### src/verilog/pclc_pkg.sv
// constants for the pwm cycle length configuration block
package pclc_pkg;

    // ****************************************
    // register map
    // ****************************************
    localparam logic [7:0] CFG_ADDR = 8'hd9;
    localparam logic [7:0] CMP_LOW_BASE = 8'he9;
    localparam logic [7:0] CMP_HIGH_BASE = 8'hf1;
    localparam int NUM_CH = 6;

    // ****************************************
    // configuration register fields
    // ****************************************
    localparam int BANK_SEL_BIT = 7;
    localparam int OVF_IE_BIT = 6;
    localparam int OVF_FLAG_BIT = 5;
    localparam int LEN_SEL_LSB = 0;
    localparam logic [7:0] CFG_RESET = 8'h00;
    localparam logic [15:0] CMP_RESET = 16'h0000;

    // ****************************************
    // cycle length encodings
    // ****************************************
    typedef enum logic [1:0] {
        LEN_8 = 2'h0,
        LEN_9 = 2'h1,
        LEN_10 = 2'h2,
        LEN_11 = 2'h3
    } pclc_len_t;

endpackage : pclc_pkg

### src/verilog/pclc_pwm_cycle.sv
// pwm cycle length configuration, overflow flag and compare/reload steering
// ****************************************
// Overview of operation
// - the reload bank select bit steers compare byte accesses to compare (0) or reload (1) storage.
// - reload values only act in the 9, 10 and 11-bit pwm modes and are merely held otherwise.
// - the interrupt request is raised while the overflow flag is set and its enable bit is 1.
// - the overflow flag is set when the main counter overflows out of the selected bit 8 to 11.
// - the overflow flag is set by hardware or a software 1 and cleared only by a software 0.
// - register bits 4 to 2 read as zero and ignore writes.
// - cycle length select 00/01/10/11 gives 8/9/10/11-bit cycles.
// - the cycle length applies to all narrow pwm channels and not to 16-bit channels.
// - a channel's wide pwm select picks 16-bit pwm only while its pwm mode is enabled.
// ****************************************
`timescale 1ns/10ps
`default_nettype none

module pclc_pwm_cycle (
    // clock and reset
    input wire logic I_CORE_CLK,
    input wire logic I_ARST_N,
    // special function register port
    input wire logic [7:0] I_SFR_ADDR,
    input wire logic I_SFR_WR,
    input wire logic I_SFR_RD,
    input wire logic [7:0] I_SFR_WDATA,
    output logic [7:0] O_SFR_RDATA,
    // main counter and channel modes
    input wire logic [15:0] I_MAIN_COUNTER,
    input wire logic I_COUNT_TICK,
    input wire logic [5:0] I_CH_PWM_EN,
    input wire logic [5:0] I_CH_WIDE_PWM_SEL,
    // channel results
    output logic [95:0] O_CH_COMPARE,
    output logic [5:0] O_CH_NARROW_PWM,
    output logic [1:0] O_CYCLE_LEN_SEL,
    output logic O_CYCLE_OVF,
    output logic O_IRQ_REQ
);

    // ****************************************
    // state
    // ****************************************
    typedef struct packed {
        logic bank_sel;
        logic ovf_ie;
        logic ovf_flag;
        logic [1:0] len_sel;
        logic [5:0][15:0] cmp;
        logic [5:0][15:0] reload;
        logic [7:0] rdata;
        logic ovf_pulse;
    } pclc_state_t;

    pclc_state_t st_reg;
    pclc_state_t st_next;

    // ****************************************
    // helpers
    // ****************************************
    // overflow out of the selected bit: low bits all ones on a tick
    function automatic logic ovf_at(input logic [1:0] sel, input logic [15:0] cnt);
        logic r;
        r = 1'b0;
        case (sel)
            pclc_pkg::LEN_8: r = &cnt[7:0];
            pclc_pkg::LEN_9: r = &cnt[8:0];
            pclc_pkg::LEN_10: r = &cnt[9:0];
            pclc_pkg::LEN_11: r = &cnt[10:0];
            default: r = 1'b0;
        endcase
        return r;
    endfunction : ovf_at

    // channel slot of a compare byte address, valid flag in bit 3
    function automatic logic [3:0] slot_of(input logic [7:0] addr, input logic [7:0] base);
        logic [7:0] d;
        d = addr - base;
        if (d < 8'(pclc_pkg::NUM_CH)) begin
            return {1'b1, d[2:0]};
        end
        return 4'h0;
    endfunction : slot_of

    // config register image, unused bits read as zero
    function automatic logic [7:0] cfg_image(input pclc_state_t s);
        logic [7:0] v;
        v = 8'h00;
        v[pclc_pkg::BANK_SEL_BIT] = s.bank_sel;
        v[pclc_pkg::OVF_IE_BIT] = s.ovf_ie;
        v[pclc_pkg::OVF_FLAG_BIT] = s.ovf_flag;
        v[pclc_pkg::LEN_SEL_LSB +: 2] = s.len_sel;
        return v;
    endfunction : cfg_image

    // byte of the bank chosen by the select bit
    function automatic logic [7:0] bank_byte(input pclc_state_t s, input logic [2:0] ch,
                                             input logic hi);
        logic [15:0] w;
        w = s.bank_sel ? s.reload[ch] : s.cmp[ch];
        return hi ? w[15:8] : w[7:0];
    endfunction : bank_byte

    // one byte replaced in a compare or reload word
    function automatic logic [15:0] put_byte(input logic [15:0] w, input logic hi,
                                             input logic [7:0] b);
        logic [15:0] r;
        r = w;
        if (hi) begin
            r[15:8] = b;
        end else begin
            r[7:0] = b;
        end
        return r;
    endfunction : put_byte

    // ****************************************
    // decode
    // ****************************************
    logic hw_ovf;
    logic cfg_hit;
    logic [3:0] lo_slot;
    logic [3:0] hi_slot;
    logic [5:0] narrow;

    always_comb begin
        hw_ovf = I_COUNT_TICK & ovf_at(st_reg.len_sel, I_MAIN_COUNTER);
        cfg_hit = I_SFR_ADDR == pclc_pkg::CFG_ADDR;
        lo_slot = slot_of(I_SFR_ADDR, pclc_pkg::CMP_LOW_BASE);
        hi_slot = slot_of(I_SFR_ADDR, pclc_pkg::CMP_HIGH_BASE);
        narrow = I_CH_PWM_EN & ~I_CH_WIDE_PWM_SEL;
    end

    // ****************************************
    // next state
    // ****************************************
    always_comb begin
        st_next = st_reg;
        st_next.ovf_pulse = hw_ovf;
        // configuration register write
        if (I_SFR_WR && cfg_hit) begin
            st_next.bank_sel = I_SFR_WDATA[pclc_pkg::BANK_SEL_BIT];
            st_next.ovf_ie = I_SFR_WDATA[pclc_pkg::OVF_IE_BIT];
            st_next.ovf_flag = I_SFR_WDATA[pclc_pkg::OVF_FLAG_BIT];
            st_next.len_sel = I_SFR_WDATA[pclc_pkg::LEN_SEL_LSB +: 2];
        end
        // cycle boundary reload, narrow 9 to 11-bit channels only
        if (hw_ovf && st_reg.len_sel != pclc_pkg::LEN_8) begin
            for (int i = 0; i < pclc_pkg::NUM_CH; i++) begin
                if (narrow[i]) begin
                    st_next.cmp[i] = st_reg.reload[i];
                end
            end
        end
        // compare byte writes steered by bank select
        if (I_SFR_WR && lo_slot[3]) begin
            if (st_reg.bank_sel) begin
                st_next.reload[lo_slot[2:0]] = put_byte(st_next.reload[lo_slot[2:0]],
                                                        1'b0, I_SFR_WDATA);
            end else begin
                st_next.cmp[lo_slot[2:0]] = put_byte(st_next.cmp[lo_slot[2:0]],
                                                     1'b0, I_SFR_WDATA);
            end
        end
        if (I_SFR_WR && hi_slot[3]) begin
            if (st_reg.bank_sel) begin
                st_next.reload[hi_slot[2:0]] = put_byte(st_next.reload[hi_slot[2:0]],
                                                        1'b1, I_SFR_WDATA);
            end else begin
                st_next.cmp[hi_slot[2:0]] = put_byte(st_next.cmp[hi_slot[2:0]],
                                                     1'b1, I_SFR_WDATA);
            end
        end
        // hardware set wins over a software clear
        if (hw_ovf) begin
            st_next.ovf_flag = 1'b1;
        end
        // read data, unmapped addresses read zero
        if (I_SFR_RD) begin
            st_next.rdata = 8'h00;
            if (cfg_hit) begin
                st_next.rdata = cfg_image(st_reg);
            end else if (lo_slot[3]) begin
                st_next.rdata = bank_byte(st_reg, lo_slot[2:0], 1'b0);
            end else if (hi_slot[3]) begin
                st_next.rdata = bank_byte(st_reg, hi_slot[2:0], 1'b1);
            end
        end
    end

    // ****************************************
    // registers
    // ****************************************
    always_ff @(posedge I_CORE_CLK or negedge I_ARST_N) begin
        if (!I_ARST_N) begin
            st_reg.bank_sel <= pclc_pkg::CFG_RESET[pclc_pkg::BANK_SEL_BIT];
            st_reg.ovf_ie <= pclc_pkg::CFG_RESET[pclc_pkg::OVF_IE_BIT];
            st_reg.ovf_flag <= pclc_pkg::CFG_RESET[pclc_pkg::OVF_FLAG_BIT];
            st_reg.len_sel <= pclc_pkg::CFG_RESET[pclc_pkg::LEN_SEL_LSB +: 2];
            st_reg.cmp <= {pclc_pkg::NUM_CH{pclc_pkg::CMP_RESET}};
            st_reg.reload <= {pclc_pkg::NUM_CH{pclc_pkg::CMP_RESET}};
            st_reg.rdata <= 8'h00;
            st_reg.ovf_pulse <= 1'b0;
        end else begin
            st_reg <= st_next;
        end
    end

    // ****************************************
    // register port outputs
    // ****************************************
    assign O_SFR_RDATA = st_reg.rdata;

    // ****************************************
    // channel and interrupt outputs
    // ****************************************
    assign O_CH_COMPARE = st_reg.cmp;
    assign O_CH_NARROW_PWM = narrow;
    assign O_CYCLE_LEN_SEL = st_reg.len_sel;
    assign O_CYCLE_OVF = st_reg.ovf_pulse;
    assign O_IRQ_REQ = st_reg.ovf_flag & st_reg.ovf_ie;

endmodule : pclc_pwm_cycle

`default_nettype wire
### config.mk
export PLATFORM = sky130hd
export DESIGN_NAME = pclc_pwm_cycle
export DESIGN_NICKNAME = d
export VERILOG_FILES = /design/src/verilog/pclc_pkg.sv /design/src/verilog/pclc_pwm_cycle.sv
export SDC_FILE = /design/constraint.sdc
export NUM_CORES = 1
export LEC_CHECK = 0
export BUFFER_PORTS_ARGS = -buffer_cell sky130_fd_sc_hd__buf_2
export CORE_MARGIN = 4
export CORE_UTILIZATION = 55
export CTS_BUF_LIST = sky130_fd_sc_hd__clkbuf_8
export DETAILED_ROUTE_END_ITERATION = 7
export HOLD_SLACK_MARGIN = 0.06
export PLACE_DENSITY = 0.81
export SYNTH_ARGS = -nofsm -noshare
export SYNTH_HDL_FRONTEND = slang
export SYNTH_SLANG_ARGS = --single-unit
### constraint.sdc
create_clock -name I_CORE_CLK -period 2.7 [get_ports I_CORE_CLK]
set_clock_uncertainty 0.2 [all_clocks]
set_input_delay 0.54 -clock I_CORE_CLK [delete_from_list [all_inputs] [get_ports I_CORE_CLK]]
set_output_delay 0.54 -clock I_CORE_CLK [all_outputs]
set_load 0.02 [all_outputs]
==> Word level (Yosys, flattened, before mapping) <==
Index checks and enable logic that the tools add are counted.
{ "word_totals": {"wordCells": 106, "latchBits": 0, "ff_bits": 206, "romBits": 0, "ram_bits": 0, "in_bits": 49, "out_inout_bits": 114, "mem_count": 0} }
{ "classes": {"magnitude_cmp": 6, "eq_ne": 4, "reduce_logical": 13, "add_sub_neg": 2, "muxes": 59, "shift": 0, "div": 0, "bitwise": 4, "multipliers": 0} }
{ "ops": {"columns": ["cell", "n"], "rows": [
  ["$mux 96", 5],
  ["$bwmux 96", 4],
  ["$mux 192", 2],
  ["$bmux 16 s3", 7],
  ["$mux 16", 13],
  ["$mux 8", 17],
  ["$demux 16 s3", 2],
  ["$lt 8x3->1 const B", 2],
  ["$mux 4", 4],
  ["$sub 8x8->8 const B", 2],
  ["$reduce_and 11->1", 1],
  ["$reduce_and 10->1", 1],
  ["$reduce_and 9->1", 1],
  ["$eq 8x8->1 const B", 1],
  ["$lt 3x4->1 const B", 2],
  ["$reduce_and 8->1", 1],
  ["$and 6x6->6", 1],
  ["$ge 3x1->1 const B", 2],
  ["$logic_and 1x1->1", 6],
  ["$not 6->6", 1],
  ["$eq 2x2->1 const B", 2],
  ["$pmux 1 s4", 1],
  ["$reduce_bool 2->1", 2],
  ["$mux 1", 3],
  ["4 further kinds", 5]
]} }

==> Longest topological paths before layout <==
{ "depth": {"word_depth": 18, "depth_mapped": 15, "depth_no_buf": 9} }

==> Worst setup path after synthesis <==
No wires, ideal clock.
{ "synth_path": {"path_kind": "input -> register", "from": "in I_SFR_ADDR[0]", "to": "reg st_reg[65] (netlist bit)", "stages": 13, "path_buffers": 5, "arrival_time_ns": 3.214, "slack_ns": -0.839, "cell_sequence": "buf_2 inv_1 clkbuf_1 ha_1 clkbuf_1 nor3b_1 a21o_1 or2_2 clkbuf_1 nor3_2 and3_1 buf_2 mux2_2"} }
{ "synth_rtl": {"columns": ["item", "line", "text"], "rows": [
  ["start: declaration", "pclc_pwm_cycle.sv:22", "input wire logic [7:0] I_SFR_ADDR,"],
  ["end signal: assignment", "pclc_pwm_cycle.sv:204", "st_reg <= st_next;"],
  ["end: declaration", "pclc_pwm_cycle.sv:54", "pclc_state_t st_reg;"]
]} }

==> Final worst setup path <==
{ "layout_path": {"from": "in I_SFR_ADDR[1]", "to": "reg st_reg (netlist bit O_SFR_RDATA[1])"} }
{ "layout_between": {"elab_chain_cells": 10} }
{ "layout_rtl": {"columns": ["item", "line", "text"], "rows": [
  ["$sub 8x8->8", "pclc_pwm_cycle.sv:77", "d = addr - base;"],
  ["$lt 8x3->1", "pclc_pwm_cycle.sv:78", "if (d < 8'(pclc_pkg::NUM_CH)) begin"],
  ["$mux 1", "pclc_pwm_cycle.sv:78", null],
  ["$mux 4", "pclc_pwm_cycle.sv:81", "return 4'h0;"],
  ["$bmux 16 s3", "pclc_pwm_cycle.sv:99", "w = s.bank_sel ? s.reload[ch] : s.cmp[ch];"],
  ["$mux 16 (implied by the code)", "pclc_pwm_cycle.sv:99", null],
  ["$mux 16", "pclc_pwm_cycle.sv:99", null],
  ["$mux 8", "pclc_pwm_cycle.sv:184", "end else if (hi_slot[3]) begin"],
  ["$mux 8", "pclc_pwm_cycle.sv:182", "end else if (lo_slot[3]) begin"],
  ["$mux 8 *", "pclc_pwm_cycle.sv:180", "if (cfg_hit) begin"]
]} }
Mark *: on every way between the ends. The rest lies on a longest branch, timed or not. The select of a mux whose other input is x is not followed.
A chain may end at the register's enable or synchronous reset.

==> summary.txt <==
Core Rows -> 53
Slew @ Worst Pin -> 704 ps
Worst Setup Start Kind -> input pin
Detailed placer's ending HPWL -> 26.8 mm
Initial Util -> 55.8%
Die W -> 154 um
IO buf count -> 157
Layout cell share with drive strength beyond 1 -> 38.3%
Vias in the first global route -> 9870
Die Y -> 154 um
Ys flop type -> dfrtp_1
Clock latency on the worst-skew pair -> 550 ps
Iteration-0 DRC Markers -> 922
I/O pins -> 163
Yosys warnings -> 0
Worst hold path type -> in2reg
Overflow after GRT -> 0
Max FFs per register -> 99
Final setup margin -> 34.5 ps
TritonCTS Buffers -> 35
# clock sinks -> 206
Area growth syn-to-layout -> 18.7%
Seq/Total Area, Yosys -> 44.0%
Initial antenna violation count -> 0
Pre-CTS setup slack -> -492 ps
P per Cell Area -> 564 nW/um^2
Util after Layout -> 66.2%
Syn avg cell area -> 10.2 sq um
Max Fanout on Critical Path -> 6
Clk root buf -> clkbuf_8
Routed Antenna Nets -> 0
Leak -> 6.68 nW
Post-synth cell types -> 73
Worst-path clk slew -> 60 ps
Met2 usage -> 50.5%
Fmax achieved -> 375 MHz
DRT Pass-1 Iters -> 8
Synth Register Bits -> 206
Die area -> 23700 sq um
# H-tree levels -> 2
Nets -> 1340
Max-slew violations -> 0
Via count -> 9760
Largest net degree at the start of global routing -> 64
Vias per cell -> 6.14
CTS tree -> done
Final setup fails -> 0
Max_slew headroom -> 53.1%
Mapped cell area -> 11700 sq um
Drt wl/cell -> 23.8 um
Clk buf depth -> 3
Status -> complete, no violations
Post-synth ARST share -> 100%
Final hold viol count -> 0
Post-synth EDFFs -> 0
VDD IR max -> 439 uV
Global routing usage on met1 -> 41.0%
GRT busiest layer -> met2
Max-cap violation count -> 0
Wire length of the first global-routing pass -> 57.8 mm
Final Critical Period -> 2670 ps
CP arrival -> 2880 ps
WP data required -> 2910 ps
Diode count -> 0
Overall Global Routing Usage -> 31.3%
Fill count -> 1614
Critical path class -> in2reg
Final Routed Wirelength -> 37.7 mm
Post-Syn Nets -> 1201
Met3 Use GR -> 5.57%
DRC violations left -> 0
Fin crit share -> 98.7%
RSZ-0062 raised after global routing -> yes
Setup crit end kind -> register
Core Box Area -> 21000 sq um
Syn Inst Count -> 1150
Placer Congestion -> 0.952
-- placed cells by master, fill, tap and decap left out, types with 7 or more instances in the layout --
cell and n:
nand2_1 75, nand3_1 9, clkbuf_8 44, o21ai_0 78
mux2_2 92, nand2b_1 9, dfrtp_1 206, a21oi_2 13
nor2b_1 11, o31ai_1 8, a211oi_1 16, a221oi_1 7
buf_12 20, buf_2 156, buf_4 114, o22ai_1 12
inv_1 19, mux2_4 14, nor2_1 72, a21oi_1 62
nor3_1 15, mux2i_1 121
-- synthesized netlist by cell type (3+ instances only) --
master	number	share of area [%]
or4_1	4	0.26
a221oi_1	8	0.60
o31a_1	4	0.30
dfrtp_1	206	44
buf_1	6	0.19
buf_6	4	0.38
o22ai_1	12	0.64
and2_1	5	0.27
buf_2	25	1.1
o21ai_0	80	3.4
nor3b_1	7	0.45
nand4_1	4	0.21
o32ai_1	3	0.22
inv_1	9	0.29
nand2_1	77	2.5
buf_4	106	6.8
a31oi_1	5	0.27
mux2_2	99	9.5
nor3_1	17	0.73
o2111ai_1	4	0.30
o31ai_1	8	0.51
a211oi_1	17	1.1
o41ai_1	3	0.22
or3_1	5	0.27
and3_1	6	0.32
mux2_4	7	0.90
a21oi_1	75	3.2
nor3_2	6	0.51
nor2b_1	11	0.59
nand2b_1	9	0.48
a221o_1	5	0.43
o221ai_1	6	0.45
mux2i_1	121	10
nor4_1	3	0.16
clkbuf_1	48	1.5
nand3_1	16	0.68
nor2_1	74	2.4
-- final timing paths --
| kind | startpoint | end | slack [ps] | depth (start not counted) |
|---|---|---|---|---|
| setup / recovery | I_SFR_ADDR[1] | O_SFR_RDATA[1]$_DFFE_PN0P_ | 30 | 12 |
| hold / removal | I_COUNT_TICK | O_CYCLE_OVF$_DFF_PN0_ | 120 | 3 |
| setup reg to reg | O_CYCLE_LEN_SEL[0]$_DFFE_PN0P_ | O_CH_COMPARE[55]$_DFF_PN0_ | 250 | 8 |
| hold reg to reg | st_reg[22]$_DFF_PN0_ | st_reg[22]$_DFF_PN0_ | 310 | 2 |
| max in group asynchronous | I_ARST_N | st_reg[30]$_DFF_PN0_ | 1220 | 3 |
| min in group asynchronous | I_ARST_N | O_CH_COMPARE[42]$_DFF_PN0_ | 370 | 2 |
-- layout make-up --
class	instances	area [sq um]	area share [%]
Multi-Input combinational cell	745	5650	40.6
Timing Repair Buffer	292	2060	14.8
Sequential cell	206	5150	37.0
Tap cell	275	344	2.47
Clock inverter	19	86.3	0.620
Inverter	9	36.3	0.261
Clock buffer	43	592	4.25
-- kinds of logic after synthesis --
kind of cell             count (synthesis)  share of synthesized area (%)
AND/OR/NAND/NOR                        258                           10.9
AO/OA/AOI/OAI                          255                           13.5
multiplexers                           228                           20.9
flip-flops                             206                           44.0
buffers and inverters                  199                           10.3
XOR/XNOR                                 2                          0.149
adder cells (fa/ha/maj)                  2                          0.213
-- metrics by stage --
stage | TNS (ps) | hold WS, ps | cell area [sq um] | std cells | total power (W)
2_1_floorplan | -29230 | 44.4 | 12100 | 1150 | 0.00468
3_3_place_gp | -36580 | 295 | 13200 | 1526 | 0.00512
3_5_place_dp | -40180 | 302 | 13200 | 1526 | 0.00515
4_1_cts | 0 | 109 | 13900 | 1589 | 0.00787
5_1_grt | -40.6 | 108 | 13900 | 1589 | 0.00818
6_report | 0 | 123 | 13900 | 1589 | 0.00785
-- timing repair --
action | in CTS | in global routing
hold buffers | 1 | 0
setup endpoints to repair | 0 | 3
resized for setup | 0 | 5
hold endpoints to repair | 60 | 0
setup buffers | 0 | 0
-- layer usage --
metal  wire length (um)  vias up
met3               2930      137
met1              15100     4753
met5                  0        -
met2              17700      540
li1                   -     4330
met4               2020        0
-- report_power, final --
| group | internal (W) | total [W] | switching, W |
|---|---|---|---|
| combinational | 0.000606 | 0.00160 | 0.000989 |
| sequential | 0.00330 | 0.00353 | 0.000232 |
| clock | 0.00144 | 0.00272 | 0.00128 |
| total | 0.00535 | 0.00785 | 0.00250 |
-- critical path, stage by stage --
cell and delay (ps):
buf_2 120, inv_1 110, ha_4 230, buf_12 130
and2_1 180, and2_1 270, buf_12 170, buf_4 150
a221oi_1 290, a311oi_1 120, a211oi_1 460, nor2_1 100
Note: power is estimated with default switching activity, not from simulation.
